==> src/shared/lm_pkg.sv <==
package lm_pkg;
  localparam int SAMPLE_W = 16;
  localparam int ACC_W = 27;
  localparam int CNT_W = 11;
  localparam int SHIFT_W = 4;
  localparam int TH_W = 3;
  localparam int NUM_CH = 4;
  localparam int CH_W = 2;
  localparam int COEF_FRAC = 14;
  localparam int GAIN_SHIFT = 4;
  localparam logic [SHIFT_W-1:0] SHIFT_MAX_CODE = 4'hB;
  localparam int TH_POS = 12;
  localparam logic signed [SAMPLE_W-1:0] RESULT_MAX = 16'sh7FFF;
  localparam logic signed [SAMPLE_W-1:0] RESULT_MIN = 16'sh8000;
  localparam logic [15:0] RESULT_RESET = 16'h0000;
  localparam int CLK_PERIOD_NS = 20;
  localparam int DONE_HOLD_NS = 125000;
  localparam int DONE_HOLD_CYC = DONE_HOLD_NS / CLK_PERIOD_NS;
  // Fixed filter coefficients, plain defaults in Q14
  localparam logic signed [15:0] NOTCH_ROM_COEF = 16'sh6000;
  localparam logic signed [15:0] BP_ROM_COEF = 16'sh6000;
  localparam logic signed [15:0] POLE_R2 = 16'sh3000;

  typedef enum logic [1:0] {
    ST_IDLE = 2'b00,
    ST_RUN = 2'b01,
    ST_HOLD = 2'b10
  } meter_state_e;

  function automatic logic signed [15:0] sat16(input logic signed [31:0] v);
    if (v > 32'sd32767) begin
      sat16 = RESULT_MAX;
    end else if (v < -32'sd32768) begin
      sat16 = RESULT_MIN;
    end else begin
      sat16 = v[15:0];
    end
  endfunction : sat16

  function automatic logic signed [15:0] scale_sum(input logic signed [ACC_W-1:0] sum,
                                                   input logic [SHIFT_W-1:0] code);
    logic [SHIFT_W-1:0] sh;
    logic signed [ACC_W-1:0] shifted;
    sh = (code > SHIFT_MAX_CODE) ? SHIFT_MAX_CODE : code;
    shifted = sum >>> sh;
    scale_sum = sat16(32'(shifted));
  endfunction : scale_sum
endpackage : lm_pkg

==> src/shared/lm_path_if.sv <==
interface lm_path_if;
  logic signed [15:0] sample;
  logic sample_valid;
  logic filter_enable;
  logic filter_shape_sel;
  logic notch_coef_src;
  logic bandpass_coef_src;
  logic gain_sel;
  logic rectifier_enable;
  logic offset_source_sel;
  logic signed [15:0] offset_word;
  logic signed [15:0] notch_coef;
  logic signed [15:0] bandpass_coef;
  logic signed [15:0] out_sample;
  logic out_valid;

  modport src (output sample, sample_valid, filter_enable, filter_shape_sel, notch_coef_src,
               bandpass_coef_src, gain_sel, rectifier_enable, offset_source_sel, offset_word,
               notch_coef, bandpass_coef, input out_sample, out_valid);
  modport dut (input sample, sample_valid, filter_enable, filter_shape_sel, notch_coef_src,
               bandpass_coef_src, gain_sel, rectifier_enable, offset_source_sel, offset_word,
               notch_coef, bandpass_coef, output out_sample, out_valid);
endinterface : lm_path_if

==> src/rtl/lm_condition.sv <==
module lm_condition (
  input wire logic clk,
  input wire logic rst_b,
  input wire logic clk_en,
  lm_path_if.dut path
);
  import lm_pkg::*;

  logic signed [15:0] w1_r;
  logic signed [15:0] w2_r;
  logic signed [15:0] out_r;
  logic valid_r;
  logic signed [15:0] offset;
  logic signed [15:0] coef;
  logic signed [15:0] x;
  logic signed [15:0] w;
  logic signed [15:0] bp;
  logic signed [15:0] notch;
  logic signed [15:0] f;
  logic signed [15:0] g;
  logic signed [15:0] r;

  always_comb begin
    offset = path.offset_source_sel ? 16'sh0000 : path.offset_word;
    if (path.filter_shape_sel) begin
      coef = path.bandpass_coef_src ? BP_ROM_COEF : path.bandpass_coef;
    end else begin
      coef = path.notch_coef_src ? NOTCH_ROM_COEF : path.notch_coef;
    end
    x = sat16(32'(path.sample) - 32'(offset));
    w = sat16(32'(x) + ((32'(coef) * 32'(w1_r)) >>> COEF_FRAC) - ((32'(POLE_R2) * 32'(w2_r)) >>> COEF_FRAC));
    bp = sat16((32'(w) - 32'(w2_r)) >>> 1);
    notch = sat16(32'(x) - 32'(bp));
    // Filter bypassed when disabled, notch or bandpass otherwise
    f = path.filter_enable ? (path.filter_shape_sel ? bp : notch) : x;
    g = path.gain_sel ? sat16(32'(f) <<< GAIN_SHIFT) : f;
    // Negating full scale would wrap, so it saturates instead
    r = (path.rectifier_enable && g[15]) ? sat16(-32'(g)) : g;
  end

  always_ff @(posedge clk or negedge rst_b) begin
    if (!rst_b) begin
      w1_r <= '0;
      w2_r <= '0;
    end else if (clk_en && path.sample_valid) begin
      w1_r <= w;
      w2_r <= w1_r;
    end
  end

  always_ff @(posedge clk or negedge rst_b) begin
    if (!rst_b) begin
      out_r <= '0;
      valid_r <= 1'b0;
    end else if (clk_en) begin
      valid_r <= path.sample_valid;
      if (path.sample_valid) begin
        out_r <= r;
      end
    end
  end

  assign path.out_sample = out_r;
  assign path.out_valid = valid_r;
endmodule : lm_condition

==> src/rtl/level_meter_result_unit.sv <==
// Behaviour
// - Result is 16-bit, low and high bytes
// - Two's complement codes, saturate at full scale
// - 27-bit accumulator scaled into 16-bit result
// - Shift code halves factor, capped at 1/2048
// - Over-threshold flag when magnitude exceeds threshold
// - Threshold code steps 12.5 percent full scale
// - Count field sets 1 to 2048 samples
// - Channel select picks one of four
// - Filter bypass or insert, notch or bandpass
// - Coefficients from RAM or fixed ROM
// - Enable rise starts, enable low stops
// - Completion flag set after each period
// - Extra gain of 1 or 16
// - Rectifier folds negative samples or passes
// - Mode picks single or continuous integration
// - Offset from RAM word or zero
// - Continuous restarts; flag self-clears after 125 us
// - Single mode holds flag; restart needs rise
// - Rectifier bit high enables rectifier
// - Results cleared while meter disabled
module level_meter_result_unit #(
  parameter int DONE_HOLD = lm_pkg::DONE_HOLD_CYC
) (
  input wire logic clk,
  input wire logic rst_b,
  input wire logic clk_en,
  input wire logic sample_tick,
  input wire logic signed [15:0] ac_sample [lm_pkg::NUM_CH],
  input wire logic signed [15:0] dc_tx_sample [lm_pkg::NUM_CH],
  input wire logic signed [15:0] dc_rx_sample [lm_pkg::NUM_CH],
  input wire logic [lm_pkg::CH_W-1:0] meter_channel_sel,
  input wire logic ac_source_sel,
  input wire logic dc_path_sel,
  input wire logic filter_enable,
  input wire logic filter_shape_sel,
  input wire logic notch_coef_src,
  input wire logic bandpass_coef_src,
  input wire logic gain_sel,
  input wire logic rectifier_enable,
  input wire logic offset_source_sel,
  input wire logic signed [15:0] offset_word,
  input wire logic signed [15:0] notch_coef,
  input wire logic signed [15:0] bandpass_coef,
  input wire logic single_mode,
  input wire logic meter_enable,
  input wire logic [lm_pkg::CNT_W-1:0] integration_count,
  input wire logic [lm_pkg::SHIFT_W-1:0] shift_code,
  input wire logic [lm_pkg::TH_W-1:0] threshold_code,
  output logic [7:0] meter_result_low,
  output logic [7:0] meter_result_high,
  output logic measure_done_flag,
  output logic over_threshold_flag
);
  import lm_pkg::*;

  lm_path_if path ();

  meter_state_e state_r;
  meter_state_e state_nxt;
  logic en_q_r;
  logic en_rise;
  logic signed [ACC_W-1:0] acc_r;
  logic signed [ACC_W-1:0] acc_total;
  logic [CNT_W-1:0] cnt_r;
  logic period_end;
  logic signed [15:0] scaled;
  logic [16:0] magnitude;
  logic [16:0] threshold;
  logic [15:0] hold_cnt_r;
  logic signed [15:0] sample_r;
  logic valid_r;

  // Source mux is registered so the conditioning path sees a stable word
  always_ff @(posedge clk or negedge rst_b) begin
    if (!rst_b) begin
      sample_r <= '0;
      valid_r <= 1'b0;
    end else if (clk_en) begin
      valid_r <= sample_tick;
      if (sample_tick) begin
        if (ac_source_sel) begin
          sample_r <= ac_sample[meter_channel_sel];
        end else if (dc_path_sel) begin
          sample_r <= dc_tx_sample[meter_channel_sel];
        end else begin
          sample_r <= dc_rx_sample[meter_channel_sel];
        end
      end
    end
  end

  assign path.sample = sample_r;
  assign path.sample_valid = valid_r;
  assign path.filter_enable = filter_enable;
  assign path.filter_shape_sel = filter_shape_sel;
  assign path.notch_coef_src = notch_coef_src;
  assign path.bandpass_coef_src = bandpass_coef_src;
  assign path.gain_sel = gain_sel;
  assign path.rectifier_enable = rectifier_enable;
  assign path.offset_source_sel = offset_source_sel;
  assign path.offset_word = offset_word;
  assign path.notch_coef = notch_coef;
  assign path.bandpass_coef = bandpass_coef;

  lm_condition u_condition (
    .clk(clk),
    .rst_b(rst_b),
    .clk_en(clk_en),
    .path(path.dut)
  );

  always_ff @(posedge clk or negedge rst_b) begin
    if (!rst_b) begin
      en_q_r <= 1'b0;
    end else if (clk_en) begin
      en_q_r <= meter_enable;
    end
  end

  assign en_rise = meter_enable && !en_q_r;
  // Count field N gives N+1 samples, one sample per 0.125 ms
  assign period_end = (state_r == ST_RUN) && path.out_valid && (cnt_r == integration_count);
  assign acc_total = acc_r + ACC_W'(path.out_sample);
  assign scaled = scale_sum(acc_total, shift_code);
  assign magnitude = scaled[15] ? (17'h10000 - {1'b0, 16'(scaled)}) : {1'b0, 16'(scaled)};
  assign threshold = 17'({threshold_code, 12'h000});

  always_comb begin
    state_nxt = state_r;
    case (state_r)
      ST_IDLE: begin
        if (en_rise) begin
          state_nxt = ST_RUN;
        end
      end
      ST_RUN: begin
        if (!meter_enable) begin
          state_nxt = ST_IDLE;
        end else if (period_end && single_mode) begin
          state_nxt = ST_HOLD;
        end
      end
      ST_HOLD: begin
        if (!meter_enable) begin
          state_nxt = ST_IDLE;
        end
      end
      default: begin
        state_nxt = ST_IDLE;
      end
    endcase
  end

  always_ff @(posedge clk or negedge rst_b) begin
    if (!rst_b) begin
      state_r <= ST_IDLE;
    end else if (clk_en) begin
      state_r <= state_nxt;
    end
  end

  always_ff @(posedge clk or negedge rst_b) begin
    if (!rst_b) begin
      acc_r <= '0;
      cnt_r <= '0;
    end else if (clk_en) begin
      if (state_r != ST_RUN) begin
        acc_r <= '0;
        cnt_r <= '0;
      end else if (period_end) begin
        acc_r <= '0;
        cnt_r <= '0;
      end else if (path.out_valid) begin
        acc_r <= acc_total;
        cnt_r <= cnt_r + 11'h001;
      end
    end
  end

  // Both bytes load in one edge, so a read never mixes two periods
  always_ff @(posedge clk or negedge rst_b) begin
    if (!rst_b) begin
      meter_result_low <= RESULT_RESET[7:0];
      meter_result_high <= RESULT_RESET[15:8];
    end else if (clk_en) begin
      if (!meter_enable) begin
        meter_result_low <= RESULT_RESET[7:0];
        meter_result_high <= RESULT_RESET[15:8];
      end else if (period_end) begin
        meter_result_low <= scaled[7:0];
        meter_result_high <= scaled[15:8];
      end
    end
  end

  always_ff @(posedge clk or negedge rst_b) begin
    if (!rst_b) begin
      over_threshold_flag <= 1'b0;
    end else if (clk_en) begin
      if (!meter_enable) begin
        over_threshold_flag <= 1'b0;
      end else if (period_end) begin
        over_threshold_flag <= (magnitude > threshold);
      end
    end
  end

  // A new completion wins over the timed self-clear
  always_ff @(posedge clk or negedge rst_b) begin
    if (!rst_b) begin
      measure_done_flag <= 1'b0;
      hold_cnt_r <= '0;
    end else if (clk_en) begin
      if (!meter_enable) begin
        measure_done_flag <= 1'b0;
        hold_cnt_r <= '0;
      end else if (period_end) begin
        measure_done_flag <= 1'b1;
        hold_cnt_r <= 16'(DONE_HOLD - 1);
      end else if (measure_done_flag && !single_mode) begin
        if (hold_cnt_r == 16'h0000) begin
          measure_done_flag <= 1'b0;
        end else begin
          hold_cnt_r <= hold_cnt_r - 16'h0001;
        end
      end
    end
  end

  logic [15:0] done_age_r;
  logic signed [15:0] scaled_q_r;

  always_ff @(posedge clk or negedge rst_b) begin
    if (!rst_b) begin
      done_age_r <= '0;
      scaled_q_r <= '0;
    end else begin
      scaled_q_r <= scaled;
      if (measure_done_flag && !single_mode && !(clk_en && period_end)) begin
        done_age_r <= (clk_en && done_age_r != 16'hFFFF) ? done_age_r + 16'h0001 : done_age_r;
      end else begin
        done_age_r <= '0;
      end
    end
  end
endmodule : level_meter_result_unit

==> config.mk <==
export PLATFORM = sky130hd
export DESIGN_NAME = level_meter_result_unit
export DESIGN_NICKNAME = d
export VERILOG_FILES = /design/src/shared/lm_pkg.sv /design/src/shared/lm_path_if.sv /design/src/rtl/lm_condition.sv /design/src/rtl/level_meter_result_unit.sv
export SDC_FILE = /design/constraint.sdc
export NUM_CORES = 1
export LEC_CHECK = 0
export ABC_CLOCK_PERIOD_IN_PS = 15900
export BUFFER_PORTS_ARGS = -buffer_cell sky130_fd_sc_hd__buf_2
export CORE_UTILIZATION = 55
export CTS_CLUSTER_SIZE = 28
export DETAILED_ROUTE_END_ITERATION = 12
export PLACE_DENSITY_LB_ADDON = 0.3
export SLEW_MARGIN = 30
export SYNTH_ARGS = -nofsm -noshare
export SYNTH_HDL_FRONTEND = slang
export SYNTH_SLANG_ARGS = --single-unit
==> constraint.sdc <==
create_clock -name clk -period 15.9 [get_ports clk]
set_input_delay 0 -clock clk [delete_from_list [all_inputs] [get_ports clk]]
set_output_delay 0 -clock clk [all_outputs]
set_load 0.02 [all_outputs]
==> results of run 1 <==
==> cell usage in the layout (no fill, tap or decap), types with 32 or more instances in the layout <==
| cell | count |
|---|---|
| a21o_1 | 67 |
| a21oi_1 | 172 |
| and2_1 | 130 |
| buf_2 | 291 |
| buf_4 | 270 |
| dfrtp_1 | 137 |
| fa_1 | 284 |
| ha_1 | 207 |
| inv_1 | 452 |
| mux2i_1 | 32 |
| mux4_2 | 52 |
| nand2_1 | 378 |
| nand2b_1 | 32 |
| nand3_1 | 46 |
| nor2_1 | 195 |
| nor3_1 | 37 |
| o211ai_1 | 36 |
| o21ai_0 | 171 |
| xnor2_1 | 83 |
| xor2_1 | 57 |
==> state kept, by name (all words and copies together) (netlist names), 2 cells and up <==
signal and flops:
meter_result_low 8, u_condition.w1_r 16, meter_result_high 8, path.sample 16, cnt_r 11, u_condition.w2_r 16
u_condition.path.out_sample 16, state_r 2, hold_cnt_r 16, acc_r 27
==> cell type report <==
class / instances / area (um2) / area share (%)
diodes: 3 / 7.507 / 0.02376
clock buffers: 19 / 452.9 / 1.434
clock inverters: 13 / 123.9 / 0.3921
inverters: 454 / 1704 / 5.394
multi-input cells: 2481 / 21410 / 67.78
flip-flops and latches: 141 / 3533 / 11.19
well taps: 615 / 769.5 / 2.436
repair buffers: 570 / 3587 / 11.36
==> routing by layer <==
| layer | vias up | share of wire (%) | GRT usage, % |
|---|---|---|---|
| met5 | - | 0 | 0 |
| met4 | 0 | 1.7 | 8.153 |
| met3 | 109 | 6.1 | 4.768 |
| met2 | 886 | 48 | 56.20 |
| met1 | 12549 | 44 | 46.54 |
| li1 | 11843 | - | - |
==> stage by stage <==
stage / hold slack [ns] / instance area [um2] / setup WS, ns
after floorplan: -0.2956 / 26970 / 0.004707
after global placement: 0.1051 / 30550 / -0.09713
after detailed placement: 0.1102 / 30550 / -0.4129
after CTS: 0.05097 / 31180 / 0.02242
after global routing: 0.06681 / 31590 / -0.05964
final: 0.06021 / 31590 / 0.6711
==> critical path, delay by kind of cell (launching register included) <==
kind	cells	cell delay [ns]
AO/OA/AOI/OAI	33	5.91
flip-flops	1	0.43
buffers and inverters	8	0.79
adder cells (fa/ha/maj)	12	5.12
AND/OR/NAND/NOR	13	2.54
XOR/XNOR	2	0.31
==> logic make-up after synthesis <==
logic type      after synthesis  synth area share (%)
mux                          89                 5.742
flops                       141                 13.09
fa+ha+maj                   497                 30.94
simple gates                984                 17.28
compound gates              770                 19.79
xor+xnor                    141                 4.582
buf+inv                     604                 8.578
==> worst max-delay path by stage <==
stage	startpoint	endpoint	slack, ns	cells after the start
floorplan	filter_shape_sel	u_condition.path.out_sample[3]	0.005	72
global placement	filter_shape_sel	u_condition.path.out_sample[12]	-0.1	70
detailed placement	filter_shape_sel	u_condition.path.out_sample[12]	-0.41	71
CTS	u_condition.w1_r[5]	u_condition.path.out_sample[2]	0.02	67
global route	u_condition.w1_r[6]	u_condition.path.out_sample[2]	-0.06	69
finish	u_condition.w1_r[6]	u_condition.path.out_sample[9]	0.67	68
==> timing repair <==
item,CTS,global route
pin swaps,1,25
hold buffers,5,0
setup buffers,0,17
setup endpoints to repair,14,16
gates resized for setup,3,62
endpoints found under the hold margin,88,0
==> impl_results.md, run 1 <==
- Status: complete, no violations
- Final Hold Viols: 0
- Post-synthesis sequential area ratio: 13.09%
- DRC Markers: 0
- Avg Inst Size Synth: 8.355 um2
- EDFF count, synth: 0
- Synthesized area: 0.02695 mm2
- Data arrival, critical path: 15.55 ns
- Endpoints failing setup: 0
- Routed vias: 25387
- Type of origin of the critical path: flip-flop
- Clock tree buffer depth: 2
- Syn nets: 3994
- GRT Total Usage: 33.78%
- Hold Startpoint: ac_sample[47]
- Synth-to-layout area growth: 17.20%
- Rel. slew slack: 37.21%
- Largest net degree at the start of global routing: 78
- Initial Utilization: 56.10%
- PortBufs: 292
- Vert. Die Dim: 223.4 um
- Vias per std cell: 5.909
- CP max stage cell: fa_1
- CTS Sinks: 141
- Tmin final: 15.23 ns
- Iter 0 DRT Violations: 1842
- GPL Wtd Cong: 0.9739
- Routed wire length: 81490 um
- Clock slew at reported path FFs: 0.07 ns
- Share of layout cells above drive strength 1: 21.18%
- Delay of the slowest critical-path stage: 0.55 ns
- Setup TNS: 0 ns
- Kind of critical path: reg -> reg
- Tightest Pin Transition: 0.9374 ns
- Worst Skew: 0.01838 ns
- Vias in the first global route: 26472
- Synth top area cells: fa_1, dfrtp_1, ha_1
- Most numerous cell on the critical path: fa_1
- Worst-skew pair later-pin latency: 0.46 ns
- Die W: 223.4 um
- Library cells used by synthesis: 111
- Reg2reg setup slack: 0.67 ns
- Reg-to-reg critical path startpoint: u_condition.w1_r[6]
- Top FF cell, synth: dfrtp_1
- Dominant cell type by area after synthesis: fa_1
- Required time of the critical path: 16.22 ns
- First-pass DRT Iterations: 6
- Clock Tree Root: clkbuf_16
- Inst Count DP: 4239
- H-tree depth: 4
- CORE AREA: 0.04805 mm2
- Max_cap viols: 0
- CP max FO: 5
- Nets: 4433
- Synth warn: 0
- Routed Antenna Nets: 0
- Asr flop ratio synth: 100.0%
- Placement row count: 80
- Gr ovfl total: 0
- Total I/O pin count: 293
- Gate Count Post-Synth: 3226
- Hold Path Class: in -> reg
- CTS tree: yes
- Total die area: 0.04990 mm2
- Synth Register Bits: 141
- Most frequent cell after synthesis: inv_1
- Final core utilization: 65.75%
- Layout fillers: 4104
- Fin. max-slew vios: 0
- Post-synth top area share: 21.09%
- Hold Path End: path.sample[15]
- Drt wl/cell: 18.97 um
- Top cells by count, synth: inv_1, nand2_1, fa_1
- First-pass GRT wire length: 135100 um
- Final period utilization: 95.78%
- Fmax: 0.06566 GHz
- Reg2reg path depth: 68
- Hold Path Depth: 4
- Detailed Place HPWL: 67590 um
- TritonCTS buffer count: 17
- Final Instance Count excl. Fillers: 4296
- Reg2reg end: u_condition.path.out_sample[9]
- Initial antenna violation count: 2
- Worst Setup End Kind: flip-flop
Power of run 1 is not shown: default switching activity piles up to over one toggle a cycle in this logic, so the estimate is an artifact.
==> inputs of run 2 (changes only) <==
--- a/config.mk
+++ b/config.mk
@@ -5,6 +5,7 @@
 export SDC_FILE = /design/constraint.sdc
 export NUM_CORES = 1
 export LEC_CHECK = 0
+export ABC_AREA = 1
 export ABC_CLOCK_PERIOD_IN_PS = 15900
 export BUFFER_PORTS_ARGS = -buffer_cell sky130_fd_sc_hd__buf_2
 export CORE_UTILIZATION = 55
==> impl_results.md, run 2 <==
- Status: complete, no violations (unchanged)
- Final Hold Viols: 0 (unchanged)
- GPL Wtd Cong: 0.9783 (was 0.9739)
- Worst-skew pair later-pin latency: 0.45 ns (was 0.46 ns)
- Synth warn: 0 (unchanged)
- Top cells by count, synth: nand2_1, inv_1, nor2_1 (was inv_1, nand2_1, fa_1)
- Rel. slew slack: 43.15% (was 37.21%)
- Kind of critical path: in -> reg (was reg -> reg)
- Reg2reg path depth: 80 (was 68)
- CTS tree: yes (unchanged)
- Initial Utilization: 55.74% (was 56.10%)
- EDFF count, synth: 0 (unchanged)
- TritonCTS buffer count: 17 (unchanged)
- Type of origin of the critical path: input pin (was flip-flop)
- Most frequent cell after synthesis: nand2_1 (was inv_1)
- Reg2reg setup slack: 1.11 ns (was 0.67 ns)
- Cell area after layout: 0.02885 mm2 (was 0.03159 mm2)
- Worst Skew: 0.01436 ns (was 0.01838 ns)
- Syn nets: 4462 (was 3994)
- Gate Count Post-Synth: 3694 (was 3226)
- Dominant cell type by area after synthesis: fa_1 (unchanged)
- Commonest non-fill, non-tap cell in the layout: nand2_1 (was inv_1)
- Tightest Pin Transition: 0.8528 ns (was 0.9374 ns)
- Max_cap viols: 0 (unchanged)
- Endpoints failing setup: 0 (unchanged)
- Fin. max-slew vios: 0 (unchanged)
- Final Instance Count excl. Fillers: 4560 (was 4296)
- Library cells used by synthesis: 63 (was 111)
- Avg Inst Size Synth: 7.010 um2 (was 8.355 um2)
- Reg2reg end: u_condition.path.out_sample[14] (was u_condition.path.out_sample[9])
- Synthesized area: 0.02589 mm2 (was 0.02695 mm2)
- Fmax: 0.06752 GHz (was 0.06566 GHz)
- Iter 0 DRT Violations: 2004 (was 1842)
- Vias in the first global route: 24418 (was 26472)
- GRT Total Usage: 31.80% (was 33.78%)
- Most numerous cell on the critical path: nand2_1 (was fa_1)
- Required time of the critical path: 16.23 ns (was 16.22 ns)
- Nets: 4706 (was 4433)
- Hold Path Class: in -> reg (unchanged)
- CP max FO: 16 (was 5)
- Routed vias: 24985 (was 25387)
- CTS Sinks: 141 (unchanged)
- Worst Setup End Kind: flip-flop (unchanged)
- Placed inst area: 0.02779 mm2 (was 0.03055 mm2)
- Detailed Place HPWL: 60190 um (was 67590 um)
- Synth Register Bits: 141 (unchanged)
- Reg-to-reg critical path startpoint: u_condition.w1_r[3] (was u_condition.w1_r[6])
- Gr ovfl total: 0 (unchanged)
- Tmin final: 14.81 ns (was 15.23 ns)
- Drt wl/cell: 16.32 um (was 18.97 um)
- Total I/O pin count: 293 (unchanged)
- Vias per std cell: 5.479 (was 5.909)
- Clock tree buffer depth: 2 (unchanged)
- H-tree depth: 4 (unchanged)
- First-pass GRT wire length: 122200 um (was 135100 um)
- Post-synth top area share: 21.96% (was 21.09%)
- Hold Path End: path.sample[4] (was path.sample[15])
- First-pass DRT Iterations: 6 (unchanged)
- Initial antenna violation count: 3 (was 2)
- Total die area: 0.04795 mm2 (was 0.04990 mm2)
- Routed Antenna Nets: 0 (unchanged)
- Clock Tree Root: clkbuf_16 (unchanged)
- Delay of the slowest critical-path stage: 0.56 ns (was 0.55 ns)
- Vert. Die Dim: 219.0 um (was 223.4 um)
- DRC Markers: 0 (unchanged)
- Post-synthesis sequential area ratio: 13.63% (was 13.09%)
- PortBufs: 292 (unchanged)
- Max reg flops: 27 (unchanged)
- CORE AREA: 0.04646 mm2 (was 0.04805 mm2)
- Top FF cell, synth: dfrtp_1 (unchanged)
- Most frequent cells in the layout: nand2_1, inv_1, nor2_1 (was inv_1, nand2_1, buf_2)
- Data arrival, critical path: 15.14 ns (was 15.55 ns)
- Asr flop ratio synth: 100.0% (unchanged)
- Most flop-heavy register: acc_r (unchanged)
- Synth-to-layout area growth: 11.43% (was 17.20%)
- Inst Count DP: 4488 (was 4239)
- Die W: 219.0 um (was 223.4 um)
- Final period utilization: 93.14% (was 95.78%)
- Hold Path Depth: 5 (was 4)
- Hold Startpoint: ac_sample[52] (was ac_sample[47])
- CP max stage cell: fa_1 (unchanged)
- Clock slew at reported path FFs: 0.08 ns (was 0.07 ns)
- Routed wire length: 74420 um (was 81490 um)
- Share of layout cells above drive strength 1: 10.83% (was 21.18%)
- Placement row count: 79 (was 80)
- Largest net degree at the start of global routing: 97 (was 78)
- Synth top area cells: fa_1, dfrtp_1, nand2_1 (was fa_1, dfrtp_1, ha_1)
==> run 2: changes by cell type in the layout (fill, tap and decap cells not counted), sizes merged, moves of 92 or more <==
cell and change:
nand2 +486, o21ai +105, nand3 +92, buf -247
inv +202, and2 -118, nor2 +166
==> run 2: final cells by class <==
class,instances,area (um2)
clock inverter,15,197.7
tap,607,759.5
multi-input combinational,2762,19420
inverter,665,2507
fill,4370,17600
timing repair buffer,351,2006
antenna,2,5.005
sequential,141,3531
clock buffer,17,425.4
==> run 2: critical path: cells and delay by family <==
| family | cells | cell delay (ns) |
|---|---|---|
| AO/OA/AOI/OAI | 17 | 3.22 |
| XOR/XNOR | 2 | 0.41 |
| adder cells (fa/ha/maj) | 12 | 5.16 |
| buffers and inverters | 15 | 2.14 |
| AND/OR/NAND/NOR | 38 | 4.16 |
==> run 2: metal layers <==
metal  vias to the layer above  GRT usage, %  routed length, um
met5                         -             0                 31
met1                     11779         42.92              32370
met3                       143         6.126               5392
li1                      12153             -                  -
met2                       904         52.26              34870
met4                         6         8.079               1750
==> run 2: logic make-up (layout without fill, tap and decap cells) <==
group                    after synthesis  after routing  share of synthesized area (%)
adder cells (fa/ha/maj)              493            493                          32.06
other                                  0              2                              0
flip-flops                           141            141                          13.63
AO/OA/AOI/OAI                        650            650                          14.33
multiplexers                           3              3                         0.1160
XOR/XNOR                             147            147                          5.001
buffers and inverters                791           1048                          11.60
AND/OR/NAND/NOR                     1469           1469                          23.27
==> run 2: timing repair <==
| item | CTS | global route |
|---|---|---|
| endpoints found under the setup margin | 0 | 16 |
| resized for setup | 0 | 17 |
| hold buffers | 33 | 0 |
| buffers inserted | 0 | 5 |
| endpoints found under the hold margin | 106 | 0 |
==> run 2: how the worst max path moves through the flow <==
stage	startpoint	end	cells after the start
after floorplan	filter_shape_sel	u_condition.path.out_sample[7]	89
after global placement	filter_shape_sel	u_condition.path.out_sample[3]	83
after detailed placement	filter_shape_sel	u_condition.path.out_sample[1]	84
after CTS	filter_shape_sel	u_condition.path.out_sample[14]	83
after global routing	filter_shape_sel	u_condition.path.out_sample[7]	84
final	filter_shape_sel	u_condition.path.out_sample[14]	84
==> run 2: per-stage QoR <==
step | hold WS (ns) | TNS (ns) | utilization (%) | setup WS [ns]
3_5_place_dp | 0.1120 | 0 | 59.81 | 0.3071
6_report | 0.02122 | 0 | 62.11 | 1.091
4_1_cts | 0.01665 | 0 | 61.86 | 0.6643
3_3_place_gp | 0.1124 | 0 | 59.80 | 0.7488
2_1_floorplan | -0.2956 | 0 | - | 2.524
5_1_grt | 0.06718 | -0.03319 | 62.10 | -0.01364
Power of run 2 is left out for the same reason.
